File: config.mk
export PLATFORM = sky130hd
export DESIGN_NAME = aidr_diag_record
export DESIGN_NICKNAME = d
export VERILOG_FILES = /design/src/inc/aidr_pkg.sv /design/src/design/aidr_diag_record.sv /design/src/design/aidr_us_ticker.sv /design/src/design/aidr_chan_fault.sv
export SDC_FILE = /design/constraint.sdc
export NUM_CORES = 1
export LEC_CHECK = 0
export BUFFER_PORTS_ARGS = -buffer_cell sky130_fd_sc_hd__buf_2
export CAP_MARGIN = 20
export CELL_PAD_IN_SITES_DETAIL_PLACEMENT = 1
export CELL_PAD_IN_SITES_GLOBAL_PLACEMENT = 2
export CORE_ASPECT_RATIO = 0.5
export CORE_MARGIN = 2
export CORE_UTILIZATION = 40
export CTS_BUF_LIST = sky130_fd_sc_hd__clkbuf_16
export CTS_CLUSTER_SIZE = 24
export DETAILED_ROUTE_END_ITERATION = 6
export PLACE_DENSITY_LB_ADDON = 0.1
export SYNTH_ARGS = -nofsm -noshare
export SYNTH_HDL_FRONTEND = slang
export SYNTH_HIERARCHICAL = 1
export SYNTH_SLANG_ARGS = --single-unit
File: constraint.sdc
create_clock -name CLOCK_IN -period 8.7 [get_ports CLOCK_IN]
set_input_delay 0.87 -clock CLOCK_IN [delete_from_list [all_inputs] [get_ports CLOCK_IN]]
set_output_delay 0.87 -clock CLOCK_IN [all_outputs]
set_load 0.005 [all_outputs]
File: src/inc/aidr_pkg.sv
// Package: constants and carrier types of the analog input diagnostic record
package aidr_pkg;

  // Notes on behaviour
  // - No diagnostic interrupt; record is read only
  // - Channel error lights LED and enters record
  // - Record 01h full record, 00h first four
  // - Index 2F01h full record, 2F00h first four
  // - Index 5005h, one subindex per byte from 02h; the four counter bytes share subindex 13h, picked by offset
  // - Summary bits 0-4 and 7 flag module errors
  // - Module info byte reads 15h, analog class
  // - Internal byte: bit 3 overflow, bit 4 comms
  // - Channel type byte reads 71h, analog input
  // - Diagnostic bits per channel reads 08h
  // - Channel count byte reads 04h
  // - Group error bit n follows channel n
  // - Channel byte: param, wire, under, overflow bits
  // - Microsecond counter from zero, wraps at top

  // ==========================================================
  // Timing
  localparam int CLK_PERIOD_NS = 10;
  localparam int US_NS = 1000;
  localparam int TICK_CYC = US_NS / CLK_PERIOD_NS;
  localparam logic [6:0] TICK_LAST = 7'(TICK_CYC - 1);
  localparam logic [6:0] TICK_PRE_RST = 7'h00;
  localparam logic [31:0] TICK_RST = 32'h0000_0000;

  // ==========================================================
  // Selectors of the three access paths
  localparam logic [15:0] REC_SHORT = 16'h0000;
  localparam logic [15:0] REC_FULL = 16'h0001;
  localparam logic [15:0] INDEX_SHORT = 16'h2F00;
  localparam logic [15:0] INDEX_FULL = 16'h2F01;
  localparam logic [15:0] SUBIDX_OBJ = 16'h5005;
  localparam logic [7:0] SUBIDX_FIRST = 8'h02;
  localparam logic [7:0] SUBIDX_LAST = 8'h11;
  localparam logic [7:0] SUBIDX_TICKER = 8'h13;

  // ==========================================================
  // Byte offsets inside the record
  localparam logic [4:0] OFS_SUMMARY = 5'h00;
  localparam logic [4:0] OFS_MODCLASS = 5'h01;
  localparam logic [4:0] OFS_INTERNAL = 5'h03;
  localparam logic [4:0] OFS_CHAN_KIND = 5'h04;
  localparam logic [4:0] OFS_BITS = 5'h05;
  localparam logic [4:0] OFS_NUM_CH = 5'h06;
  localparam logic [4:0] OFS_GROUP = 5'h07;
  localparam logic [4:0] OFS_CH0 = 5'h08;
  localparam logic [4:0] OFS_SPARE_CH = 5'h0C;
  localparam logic [4:0] OFS_TICKER = 5'h10;
  localparam logic [4:0] SHORT_LEN = 5'h04;
  localparam logic [4:0] FULL_LEN = 5'h14;
  localparam logic [4:0] TICK_BYTES = 5'h04;

  // ==========================================================
  // Fixed contents and reset values
  localparam int CH_CNT = 4;
  localparam logic [7:0] MODCLASS_INFO = 8'h15;
  localparam logic [7:0] CHAN_KIND_AI = 8'h71;
  localparam logic [7:0] BITS_PER_CH = 8'h08;
  localparam logic [7:0] NUM_CH_BYTE = 8'h04;
  localparam logic [7:0] FLT_RST = 8'h00;

  // ==========================================================
  // Bit positions
  localparam int SUM_MOD_FAIL = 0;
  localparam int SUM_INT = 1;
  localparam int SUM_EXT = 2;
  localparam int SUM_CHAN = 3;
  localparam int SUM_AUX = 4;
  localparam int SUM_PARAM = 7;
  localparam int INT_BUF_OVF = 3;
  localparam int INT_COMM = 4;
  localparam int CH_PARAM = 0;
  localparam int CH_WIRE = 4;
  localparam int CH_UNDER = 6;
  localparam int CH_OVER = 7;

  // ==========================================================
  // Carrier types
  typedef enum logic [1:0] {
    MODE_RECSET,
    MODE_INDEX,
    MODE_SUBIDX
  } aidr_mode_e;

  typedef struct packed {
    aidr_mode_e mode;
    logic [15:0] sel;
    logic [7:0] sub;
    logic [4:0] offs;
  } aidr_req_s;

  typedef struct packed {
    logic ack;
    logic err;
    logic [7:0] data;
  } aidr_rsp_s;

  typedef struct packed {
    logic mod_fail;
    logic int_err;
    logic ext_err;
    logic aux_missing;
    logic param_err;
    logic buf_ovf;
    logic comm_err;
  } aidr_mod_flt_s;

  typedef struct packed {
    logic param;
    logic wire_brk;
    logic under;
    logic over;
  } aidr_ch_flt_s;

endpackage : aidr_pkg

File: src/design/aidr_diag_record.sv
// Top of the diagnostic record: error capture, access decode and reads
`timescale 1ns/1ns
module aidr_diag_record (
  input wire logic CLOCK_IN,
  input wire logic ARST_N_IN,
  input wire logic REQ_VALID_IN,
  input wire aidr_pkg::aidr_req_s REQ_IN,
  input wire aidr_pkg::aidr_mod_flt_s MOD_FLT_IN,
  input wire aidr_pkg::aidr_ch_flt_s [3:0] CH_FLT_IN,
  output wire logic [3:0] CH_LED_OUT,
  output aidr_pkg::aidr_rsp_s RSP_OUT
);

  // ==========================================================
  // Module state
  typedef struct packed {
    logic [7:0] summary;   // Module error summary byte
    logic [7:0] internal;  // Internal fault flags byte
    logic [7:0] group;     // Channel group faults byte
    logic [31:0] snap;     // Counter copy for torn-free reads
    aidr_pkg::aidr_rsp_s rsp;  // Answer to the last request
  } aidr_top_st_s;

  localparam aidr_top_st_s RST_ST = '{
    summary: aidr_pkg::FLT_RST,
    internal: aidr_pkg::FLT_RST,
    group: aidr_pkg::FLT_RST,
    snap: aidr_pkg::TICK_RST,
    rsp: '0
  };

  aidr_top_st_s st_ff;  // Registered state
  aidr_top_st_s nxt;    // Its next value

  // ==========================================================
  // Internal signals
  logic [1:0] rst_sync_ff;   // Reset release synchroniser
  logic rst_n;               // Synchronised reset, low active
  logic [31:0] tick;         // Live microsecond count
  logic [7:0] ch_byte [4];   // Registered channel bytes
  logic [3:0] grp_hit;       // Any fault per channel, this cycle
  logic [3:0] grp_seen;      // Any fault per registered byte
  logic hit;                 // Request lands on a mapped byte
  logic [4:0] idx;           // Byte offset inside the record
  logic [7:0] rd;            // Byte at that offset
  logic is_full;             // Selector names the full record
  logic is_short;            // Selector names the first four

  // ==========================================================
  // Reset release
  // Assertion is immediate, release waits two edges so that no
  // flip-flop sees the edge of the reset near a clock edge.
  always_ff @(posedge CLOCK_IN or negedge ARST_N_IN) begin
    if (!ARST_N_IN) begin
      rst_sync_ff <= 2'h0;
    end else begin
      rst_sync_ff <= {rst_sync_ff[0], 1'b1};
    end
  end

  assign rst_n = rst_sync_ff[1];

  // ==========================================================
  // Microsecond counter
  aidr_us_ticker u_ticker (
    .clk_in(CLOCK_IN),
    .rst_n_in(rst_n),
    .count_out(tick)
  );

  // ==========================================================
  // Per-channel fault bytes and LEDs
  for (genvar n = 0; n < aidr_pkg::CH_CNT; n++) begin : g_chan
    aidr_chan_fault u_chan (
      .clk_in(CLOCK_IN),
      .rst_n_in(rst_n),
      .flt_in(CH_FLT_IN[n]),
      .byte_out(ch_byte[n]),
      .led_out(CH_LED_OUT[n])
    );
    // Same cycle as the byte capture, so group and byte align
    assign grp_hit[n] = |CH_FLT_IN[n];
    // Seen from the stored byte, used only for checking
    assign grp_seen[n] = (ch_byte[n] != aidr_pkg::FLT_RST);
  end

  // ==========================================================
  // Next state: error bytes, access decode, read mux, answer
  always_comb begin
    nxt = st_ff;
    hit = 1'b0;
    idx = aidr_pkg::OFS_SUMMARY;
    rd = aidr_pkg::FLT_RST;
    is_full = 1'b0;
    is_short = 1'b0;

    // Group byte: upper nibble reserved
    nxt.group = {4'h0, grp_hit};

    // Summary byte, reserved bits 6 and 5 held low
    nxt.summary = aidr_pkg::FLT_RST;
    nxt.summary[aidr_pkg::SUM_MOD_FAIL] = MOD_FLT_IN.mod_fail;
    nxt.summary[aidr_pkg::SUM_INT] = MOD_FLT_IN.int_err;
    nxt.summary[aidr_pkg::SUM_EXT] = MOD_FLT_IN.ext_err;
    nxt.summary[aidr_pkg::SUM_CHAN] = |grp_hit;
    nxt.summary[aidr_pkg::SUM_AUX] = MOD_FLT_IN.aux_missing;
    nxt.summary[aidr_pkg::SUM_PARAM] = MOD_FLT_IN.param_err;

    // Internal fault byte, only two live bits
    nxt.internal = aidr_pkg::FLT_RST;
    nxt.internal[aidr_pkg::INT_BUF_OVF] = MOD_FLT_IN.buf_ovf;
    nxt.internal[aidr_pkg::INT_COMM] = MOD_FLT_IN.comm_err;

    // Which byte does the request name, and is it reachable
    case (REQ_IN.mode)
      aidr_pkg::MODE_RECSET: begin
        // Record set path
        is_full = (REQ_IN.sel == aidr_pkg::REC_FULL);
        is_short = (REQ_IN.sel == aidr_pkg::REC_SHORT);
      end
      aidr_pkg::MODE_INDEX: begin
        // Object index path
        is_full = (REQ_IN.sel == aidr_pkg::INDEX_FULL);
        is_short = (REQ_IN.sel == aidr_pkg::INDEX_SHORT);
      end
      aidr_pkg::MODE_SUBIDX: begin
        // One subindex per byte; the counter has one subindex and
        // its four bytes are picked by the offset
        if (REQ_IN.sel == aidr_pkg::SUBIDX_OBJ) begin
          if (REQ_IN.sub >= aidr_pkg::SUBIDX_FIRST &&
              REQ_IN.sub <= aidr_pkg::SUBIDX_LAST &&
              REQ_IN.offs == aidr_pkg::OFS_SUMMARY) begin
            hit = 1'b1;
            idx = 5'(REQ_IN.sub - aidr_pkg::SUBIDX_FIRST);
          end else if (REQ_IN.sub == aidr_pkg::SUBIDX_TICKER &&
                       REQ_IN.offs < aidr_pkg::TICK_BYTES) begin
            hit = 1'b1;
            idx = 5'(aidr_pkg::OFS_TICKER + REQ_IN.offs);
          end
        end
      end
      default: begin
        // Unused mode code: refused
        hit = 1'b0;
      end
    endcase

    // Record paths share the length check
    if (is_full) begin
      hit = (REQ_IN.offs < aidr_pkg::FULL_LEN);
      idx = REQ_IN.offs;
    end else if (is_short) begin
      hit = (REQ_IN.offs < aidr_pkg::SHORT_LEN);
      idx = REQ_IN.offs;
    end

    // Read mux; spare offset 2 and unused offsets 12 to 15 read as zero
    case (idx)
      aidr_pkg::OFS_SUMMARY: rd = st_ff.summary;
      aidr_pkg::OFS_MODCLASS: rd = aidr_pkg::MODCLASS_INFO;
      aidr_pkg::OFS_INTERNAL: rd = st_ff.internal;
      aidr_pkg::OFS_CHAN_KIND: rd = aidr_pkg::CHAN_KIND_AI;
      aidr_pkg::OFS_BITS: rd = aidr_pkg::BITS_PER_CH;
      aidr_pkg::OFS_NUM_CH: rd = aidr_pkg::NUM_CH_BYTE;
      aidr_pkg::OFS_GROUP: rd = st_ff.group;
      aidr_pkg::OFS_TICKER: rd = tick[7:0];
      default: begin
        if (idx >= aidr_pkg::OFS_CH0 && idx < aidr_pkg::OFS_SPARE_CH) begin
          // Channel bytes 0 to 3
          rd = ch_byte[2'(idx - aidr_pkg::OFS_CH0)];
        end else if (idx > aidr_pkg::OFS_TICKER) begin
          // Upper counter bytes come from the copy taken with the
          // low byte, so a bytewise read never tears across a carry
          rd = st_ff.snap[8 * 32'(2'(idx - aidr_pkg::OFS_TICKER)) +: 8];
        end else begin
          // Spare byte and the four unused channel bytes
          rd = aidr_pkg::FLT_RST;
        end
      end
    endcase

    // Copy the counter whenever its low byte is read
    if (REQ_VALID_IN && hit && idx == aidr_pkg::OFS_TICKER) begin
      nxt.snap = tick;
    end

    // Answer strictly on request; nothing is pushed unprompted
    nxt.rsp.ack = REQ_VALID_IN;
    nxt.rsp.err = REQ_VALID_IN && !hit;
    nxt.rsp.data = (REQ_VALID_IN && hit) ? rd : aidr_pkg::FLT_RST;
  end

  // ==========================================================
  // State register
  always_ff @(posedge CLOCK_IN or negedge rst_n) begin
    if (!rst_n) begin
      st_ff <= RST_ST;
    end else begin
      st_ff <= nxt;
    end
  end

  assign RSP_OUT = st_ff.rsp;
endmodule : aidr_diag_record

File: src/design/aidr_us_ticker.sv
// Free-running microsecond counter of the diagnostic record
`timescale 1ns/1ns
module aidr_us_ticker (
  input wire logic clk_in,
  input wire logic rst_n_in,
  output logic [31:0] count_out
);

  // ==========================================================
  // State
  typedef struct packed {
    logic [6:0] pre;   // Clock cycles within one microsecond
    logic [31:0] cnt;  // Microseconds since reset
  } aidr_tick_st_s;

  aidr_tick_st_s st_ff;
  aidr_tick_st_s nxt;

  // Prescaler rolls once per microsecond; counter wraps on its own
  always_comb begin
    nxt = st_ff;
    if (st_ff.pre == aidr_pkg::TICK_LAST) begin
      nxt.pre = aidr_pkg::TICK_PRE_RST;
      nxt.cnt = st_ff.cnt + 32'h0000_0001;
    end else begin
      nxt.pre = st_ff.pre + 7'h01;
    end
  end

  // Starts from zero at every reset release
  always_ff @(posedge clk_in or negedge rst_n_in) begin
    if (!rst_n_in) begin
      st_ff <= {aidr_pkg::TICK_PRE_RST, aidr_pkg::TICK_RST};
    end else begin
      st_ff <= nxt;
    end
  end

  assign count_out = st_ff.cnt;
endmodule : aidr_us_ticker

File: src/design/aidr_chan_fault.sv
// One channel's fault byte and indicator LED
`timescale 1ns/1ns
module aidr_chan_fault (
  input wire logic clk_in,
  input wire logic rst_n_in,
  input wire aidr_pkg::aidr_ch_flt_s flt_in,
  output logic [7:0] byte_out,
  output logic led_out
);

  // ==========================================================
  // State
  typedef struct packed {
    logic [7:0] flags;  // Channel-specific error byte
    logic led;          // Channel LED drive
  } aidr_chan_st_s;

  aidr_chan_st_s st_ff;
  aidr_chan_st_s nxt;

  // Reserved bits stay at zero by starting from the reset byte
  always_comb begin
    nxt.flags = aidr_pkg::FLT_RST;
    nxt.flags[aidr_pkg::CH_PARAM] = flt_in.param;
    nxt.flags[aidr_pkg::CH_WIRE] = flt_in.wire_brk;
    nxt.flags[aidr_pkg::CH_UNDER] = flt_in.under;
    nxt.flags[aidr_pkg::CH_OVER] = flt_in.over;
    nxt.led = |flt_in;
  end

  // Byte and LED change on the same edge so they never disagree
  always_ff @(posedge clk_in or negedge rst_n_in) begin
    if (!rst_n_in) begin
      st_ff <= {aidr_pkg::FLT_RST, 1'b0};
    end else begin
      st_ff <= nxt;
    end
  end

  assign byte_out = st_ff.flags;
  assign led_out = st_ff.led;
endmodule : aidr_chan_fault

==> run metrics, run 1 <==
# clock sinks approximately 120; asr flop ratio synth 100%; Tmin final ~3.4 ns; Placed Area between 0.006 and 0.007 mm2; Die ar. around 0.016 mm2; Design Power 1300 uW; H-tree levels 4; Initial DRC Count 247; synthesis-to-finish area growth 12.1%; die width roughly 180 um; initial antenna violation count 0; utilization after layout 46.5%; Routed Antenna Nets 0; Hold Crit Class input pin to async pin; Finished Cell Area ~0.0068 mm2; post-synth top area share between 40% and 50%; WL final about 16,000 um; Reg2Reg Depth 5; Worst Path Arrival between 3 and 4 ns; cts-stage hold buffer count 0; Final HPWL DP 11,200 um; Max FO, Critical Path 28; layout cells sized above 1 21.4%; Post-CTS Repair Setup Buffers 0; most common cell in the synthesized netlist nand2_1; Routed wire per std cell approximately 18 um; Post-CTS Resized 0; WP data required 8.99 ns; number of synthesized register bits ~120; Max Clock Skew ~0.015 ns; vias in the first global route between 4,000 and 5,000; max cap viols 0; RSZ-0062 raised after global routing no; Num CTS Buffers 17; Slew Limit Fails 0; clk_lat worst skew approximately 0.4 ns; Core ar. 0.0147 mm2; clock-pin slew on the worst setup and hold paths 0.06 ns; Syn Inst Count approximately 620; number of remaining DRC errors 0; R2R Setup Slk around 6.6 ns; Max IR drop VDD approximately 0.13 mV; largest net degree at the start of global routing between 80 and 90; outcome completed; Final Setup Violations 0; TritonRoute pass-1 iters 4; Worst setup SP type input pin; Synth area leader dfrtp_1; Setup Crit Path Kind input pin to register; most common library cells after synthesis nand2_1 (140), dfrtp_1 (115), buf_4 (60); sequential area share after synthesis 47.3%; syn_area_per_cell 9.75 um2; highest clock rate between 200 and 300 MHz; deepest clock path buffer count 2; yosys warns 6; Final TNS setup 0 ns; ANT cells 0; Fin. Hold Viols 0; P_leak slightly above 0.003 uW; Cell Pwr Density 191 mW/mm2; GRT Total Usage 20.5%; global-route wire length before repair between 20,000 and 30,000 um; IO buf count 70; Slew HR a little under half; EDFF count, synth 0; CTS tree yes; Reg2Reg Capture Point u_ticker/count_out[29]$_DFFE_PN0N_; fillcell total roughly 1,700; prevailing post-synth register cell dfrtp_1; global route overflow 0; Nets between 700 and 800; post-synthesis cell type count 82; die height just over 90 um; I/O pins 71; Reg2Reg Launch Point u_ticker/st_ff[32]$_DFF_PN0_; Worst Setup End Kind register; Least-Margin Pin Slew 0.808 ns; vias per std cell around 5.2; Starting Density 41.5%; Final Wtd Congestion ~0.8; # rows 31; Mapped Area 0.00608 mm2; Synth area leaders dfrtp_1 (47%), nand2_1 (8.6%), buf_4 (7.4%), xnor2_1 (4.5%), nand3_1 (3.5%); CTS Root Buffer Type clkbuf_16; final critical-path share of the clock period 39.4%; routed vias ~4,500
[through the flow]
stage	std cells	hold slack (ns)	setup WS [ns]
floorplan	636	0.331	5.26
global placement	828	0.279	4.84
detailed placement	828	0.280	4.88
CTS	860	0.215	5.30
global route	861	0.202	4.98
finish	861	0.225	5.27
[sequential cells by signal (all words and copies together) (netlist names)]
register                flops
u_ticker/count_out         32
g_chan.u_chan/led_out       4
rst_sync_ff                 2
RSP_OUT                    10
g_chan.u_chan/byte_out     16
u_ticker/st_ff              7
st_ff                      44
[layout by cell type, fill, tap and decap left out, types with 4 or more instances in the layout]
| master | instances |
|---|---|
| inv_1 | 14 |
| a31oi_1 | 5 |
| o21ai_1 | 5 |
| mux2i_1 | 13 |
| conb_1 | 17 |
| xnor2_1 | 31 |
| nand4_1 | 20 |
| a22oi_1 | 4 |
| a21oi_1 | 7 |
| or4_1 | 9 |
| inv_6 | 6 |
| xor2_1 | 5 |
| nor4_1 | 4 |
| buf_2 | 70 |
| and2_1 | 5 |
| nand3_1 | 42 |
| nor3_1 | 4 |
| nand2_1 | 140 |
| clkbuf_16 | 17 |
| dfrtp_1 | 114 |
| nor2_1 | 17 |
| a221oi_1 | 4 |
| o21ai_0 | 4 |
| and3_1 | 12 |
[final cells by class]
cell class,count,area [um2],area share [%]
well taps,198,248,3.63
multi-input cells,428,2640,38.7
inverters,14,52.6,0.771
clock buffers,17,425,6.24
clock inverters,15,170,2.50
flip-flops and latches,115,2880,42.3
repair buffers,74,400,5.87
[how the worst max path moves through the flow]
stage,startpoint,to,slack (ns),cells past startpoint
floorplan,rst_sync_ff[1]$_DFF_PN0_,RSP_OUT[0]$_DFF_PN0_,5.26,0
global placement,REQ_IN[6],RSP_OUT[6]$_DFF_PN0_,4.84,9
detailed placement,REQ_IN[6],RSP_OUT[6]$_DFF_PN0_,4.88,9
CTS,REQ_IN[6],RSP_OUT[6]$_DFF_PN0_,5.30,9
global route,REQ_IN[6],RSP_OUT[6]$_DFF_PN0_,4.98,9
finish,REQ_IN[6],RSP_OUT[6]$_DFF_PN0_,5.27,9
[critical path, cell delays in order]
cell      delay [ns]
buf_2           0.12
or4_4           0.54
nand3_2         0.13
o22ai_1         0.15
a22oi_1         0.39
o21ai_1         0.33
nor2_4          0.58
nand2_1         0.23
a221oi_1        0.36
[per-layer routing]
metal / track usage [%] / vias to the layer above / wire length, um
met3: 4.98 / 10 / 576
met2: 29.1 / 71 / 6730
met1: 31.2 / 2230 / 8220
met4: 5.01 / 0 / 108
met5: 0 / - / 0
li1: - / 2151 / -
[cells by family (layout without fill, tap and decap cells)]
| family | Yosys count | count (layout) | synth area share [%] |
|---|---|---|---|
| AO/OA/AOI/OAI | 67 | 67 | 8.60 |
| XOR/XNOR | 36 | 36 | 5.18 |
| adder cells (fa/ha/maj) | 3 | 3 | 0.617 |
| buffers and inverters | 93 | 120 | 10.1 |
| flip-flops | 115 | 115 | 47.3 |
| multiplexers | 16 | 16 | 2.69 |
| other | 5 | 17 | 0.309 |
| AND/OR/NAND/NOR | 289 | 289 | 25.2 |
[report_power, final]
group,leakage [uW],internal [uW],switching [uW]
clock network,0.000288,429,279
registers,0.00149,542,5.36
logic,0.00130,18.7,27.9
(Power assumes the default switching activity.)
==> inputs of run 2 (changes only) <==
--- a/config.mk
+++ b/config.mk
@@ -5,13 +5,14 @@
 export SDC_FILE = /design/constraint.sdc
 export NUM_CORES = 1
 export LEC_CHECK = 0
+export ABC_AREA = 1
 export BUFFER_PORTS_ARGS = -buffer_cell sky130_fd_sc_hd__buf_2
 export CAP_MARGIN = 20
 export CELL_PAD_IN_SITES_DETAIL_PLACEMENT = 1
 export CELL_PAD_IN_SITES_GLOBAL_PLACEMENT = 2
 export CORE_ASPECT_RATIO = 0.5
 export CORE_MARGIN = 2
-export CORE_UTILIZATION = 40
+export CORE_UTILIZATION = 31
 export CTS_BUF_LIST = sky130_fd_sc_hd__clkbuf_16
 export CTS_CLUSTER_SIZE = 24
 export DETAILED_ROUTE_END_ITERATION = 6
==> constraint.sdc (replaced) <==
create_clock -name CLOCK_IN -period 2.9 [get_ports CLOCK_IN]
set_input_delay 0.29 -clock CLOCK_IN [delete_from_list [all_inputs] [get_ports CLOCK_IN]]
set_output_delay 0.29 -clock CLOCK_IN [all_outputs]
set_load 0.005 [all_outputs]
==> run 2 against run 1 <==
  * Synthesized cell count is 51% higher
  * Critical path depth increased by 7
  * Total power grew to 3.2 times the previous value
  * Combinational power grew to 4.1 times the previous value
  * First-iteration DRC count increased by 59%
  * Sequential share of layout area fell by 7.2 points
  * Largest cell class is now multi-input combinational cells
  * Sequential power grew to 3.0 times the previous value
  * Flip-flop and latch count unchanged
==> run metrics, run 2 <==
Inst Count DP 1,265; Final TNS setup 0 ns; I/O pins ~70; synthesis-to-finish area growth 18.0%; EDFF count, synth 0; P_leak about 0.0042 uW; CTS tree yes; Die ar. between 0.02 and 0.025 mm2; Slew HR between 60% and 70%; Max IR drop VDD about 0.29 mV; vias in the first global route ~6,000; outcome completed; IO buf count 70; routed vias 5,927; Post-CTS Resized 0; global route overflow 0; most common library cells after synthesis nand2_1 (321), dfrtp_1 (115), nor2_1 (101); sequential area share after synthesis about two fifths; WP data required ~3.3 ns; clock network power share 56.0%; Fin. Hold Viols 0; # rows 38; non-filler cells in the finished layout ~1,300; most frequent cells in the layout nand2_1 (321), dfrtp_1 (114), nor2_1 (101); Hold Crit Class input pin to register; global-route wire length before repair ~33,000 um; WL final about 20,000 um; Cell Pwr Density between 500 and 600 mW/mm2; layout cells sized above 1 just under 20%; Num CTS Buffers 17; H-tree levels 4; Setup Crit Path Kind input pin to register; largest net degree at the start of global routing 40; max reg flops 44; Design Power between 4000 and 5000 uW; Routed wire per std cell 15.5 um; RSZ-0062 raised after global routing no; final critical-path share of the clock period 79.2%; highest clock rate around 440 MHz; Max Clock Skew between 0.01 and 0.015 ns; prevailing post-synth register cell dfrtp_1; Worst Setup End Kind register; internal power 3170 uW; GRT Total Usage between 10% and 20%; die height about 110 um; Final Setup Violations 0; vias per std cell around 4.5; Core ar. 0.0219 mm2; deepest clock path buffer count 2; Worst Path Arrival 2.65 ns; Mapped Area between 0.006 and 0.007 mm2; largest reg by FF count st_ff; max cap viols 0; combinational share of power approximately 4.5%; Routed Antenna Nets 0; Synth area leader dfrtp_1; Worst setup SP type input pin; post-synth top area share 41.3%; post-synthesis cell type count 34; number of remaining DRC errors 0; Starting Density about a third; number of synthesized register bits approximately 120; ANT cells 0; die width between 200 and 250 um; Least-Margin Pin Slew between 0.5 and 0.6 ns; Slew Limit Fails 0; Synth area leaders dfrtp_1 (41%), nand2_1 (17%), buf_4 (6.4%), nand3_1 (5.5%), nor2_1 (5.4%); clk_lat worst skew 0.43 ns; Initial DRC Count 393; Final Wtd Congestion 0.798; Psw between 900 and 1000 uW; yosys warns 6; clock-pin slew on the worst setup and hold paths about 0.060 ns; initial antenna violation count 0; max incr delay on CP approximately 0.36 ns; CTS Root Buffer Type clkbuf_16; Nets 1,067; syn_area_per_cell around 7.4 um2; CP most frequent cell nor2_1; CP max-delay cell nor3_1; asr flop ratio synth 100%; Syn Inst Count 941; Sw Ratio approximately a quarter; Placed Area approximately 0.0073 mm2; # clock sinks approximately 120; Final HPWL DP roughly 16,000 um; commonest non-fill, non-tap cell in the layout nand2_1; Tmin final approximately 2.3 ns; Flop pwr share about 39%; critical path, cell by cell buf_2 -> nor2_1 -> nand2_1 -> nor2_1 -> nand2_1 -> nor2_2 -> nand3_1 -> nand2_1 -> nand2_2 -> inv_1 -> nand3_1 -> inv_1 -> o21ai_0 -> nor3_1 -> nor2_1 -> nor2_1; Finished Cell Area roughly 0.0082 mm2; TritonRoute pass-1 iters 4; most common cell in the synthesized netlist nand2_1; Max FO, Critical Path 6
==> run 2: cell types whose count changed after synthesis, moves of 15 or more <==
cell | before | now
nand2_1 | 140 | 321
nand2_2 | 0 | 15
inv_2 | 0 | 18
inv_1 | 14 | 83
nand3_1 | 42 | 77
nor2_1 | 17 | 101
xnor2_1 | 31 | 12
==> run 2: worst paths after layout <==
| kind | end | cells after the start | startpoint | slack [ns] |
|---|---|---|---|---|
| max | RSP_OUT[4]$_DFF_PN0_ | 16 | REQ_IN[21] | 0.60 |
| min | g_chan[3].u_chan/byte_out[4]$_DFF_PN0_ | 1 | CH_FLT_IN[14] | 0.02 |
| max reg2reg | u_ticker/count_out[18]$_DFFE_PN0N_ | 8 | u_ticker/count_out[1]$_DFFE_PN0N_ | 1.28 |
| min reg2reg | u_ticker/count_out[25]$_DFFE_PN0N_ | 0 | rst_sync_ff[1]$_DFF_PN0_ | 0.29 |
| max in group asynchronous | u_ticker/st_ff[33]$_DFF_PN0_ | 1 | rst_sync_ff[1]$_DFF_PN0_ | 1.89 |
| min in group asynchronous | rst_sync_ff[0]$_DFF_PN0_ | 2 | ARST_N_IN | 0.19 |
==> run 2: cell type report <==
cell class | instances | area (um2)
Fill cell | 2729 | 13600
Multi-Input combinational cell | 670 | 3270
Sequential cell | 115 | 2880
Timing Repair Buffer | 101 | 666
Clock buffer | 17 | 425
Inverter | 102 | 385
Tap cell | 300 | 375
Clock inverter | 15 | 221
==> run 2: timing repair <==
action,4_1_cts,5_1_grt
buffers inserted,0,0
hold buffers,23,0
hold endpoints to repair,24,0
==> run 2: power by group through the flow <==
stage	sequential, uW	combinational [uW]	clock (uW)
global placement	1680	163	0
detailed placement	1670	165	0
CTS	1650	190	2380
global route	1650	216	2460
finish	1640	189	2340
floorplan	1680	80.6	0
==> run 2: logic make-up (layout without fill, tap and decap cells) <==
logic type | after synthesis | after routing | synth area share (%)
xor+xnor | 19 | 19 | 2.39
simple gates | 602 | 602 | 40.7
flops | 115 | 115 | 41.3
buf+inv | 168 | 235 | 12.4
fa+ha+maj | 3 | 3 | 0.539
other cells | 5 | 17 | 0.269
compound gates | 29 | 29 | 2.37
==> run 2: critical path: cells and delay by family <==
family,cells,cell delay [ns]
AO/OA/AOI/OAI,1,0.10
buffers and inverters,3,0.41
AND/OR/NAND/NOR,12,1.81
==> run 2: metal layers <==
layer	global-route usage [%]	part of all wire, %	up-vias
li1	-	-	2994
met1	24.0	49	2837
met2	30.7	47	73
met3	3.84	2.7	23
met4	5.19	1.6	0
met5	0	0	-
==> run 2: stage by stage <==
| stage | setup slack (ns) | utilization, % | hold slack, ns |
|---|---|---|---|
| CTS | 0.541 | 37.6 | 0.00191 |
| global route | 0.356 | 37.6 | 0.00764 |
| detailed placement | 0.104 | 33.6 | 0.0792 |
| floorplan | 0.970 | - | -0.00559 |
| finish | 0.604 | 37.6 | 0.0228 |
| global placement | 0.0206 | 33.6 | 0.0747 |
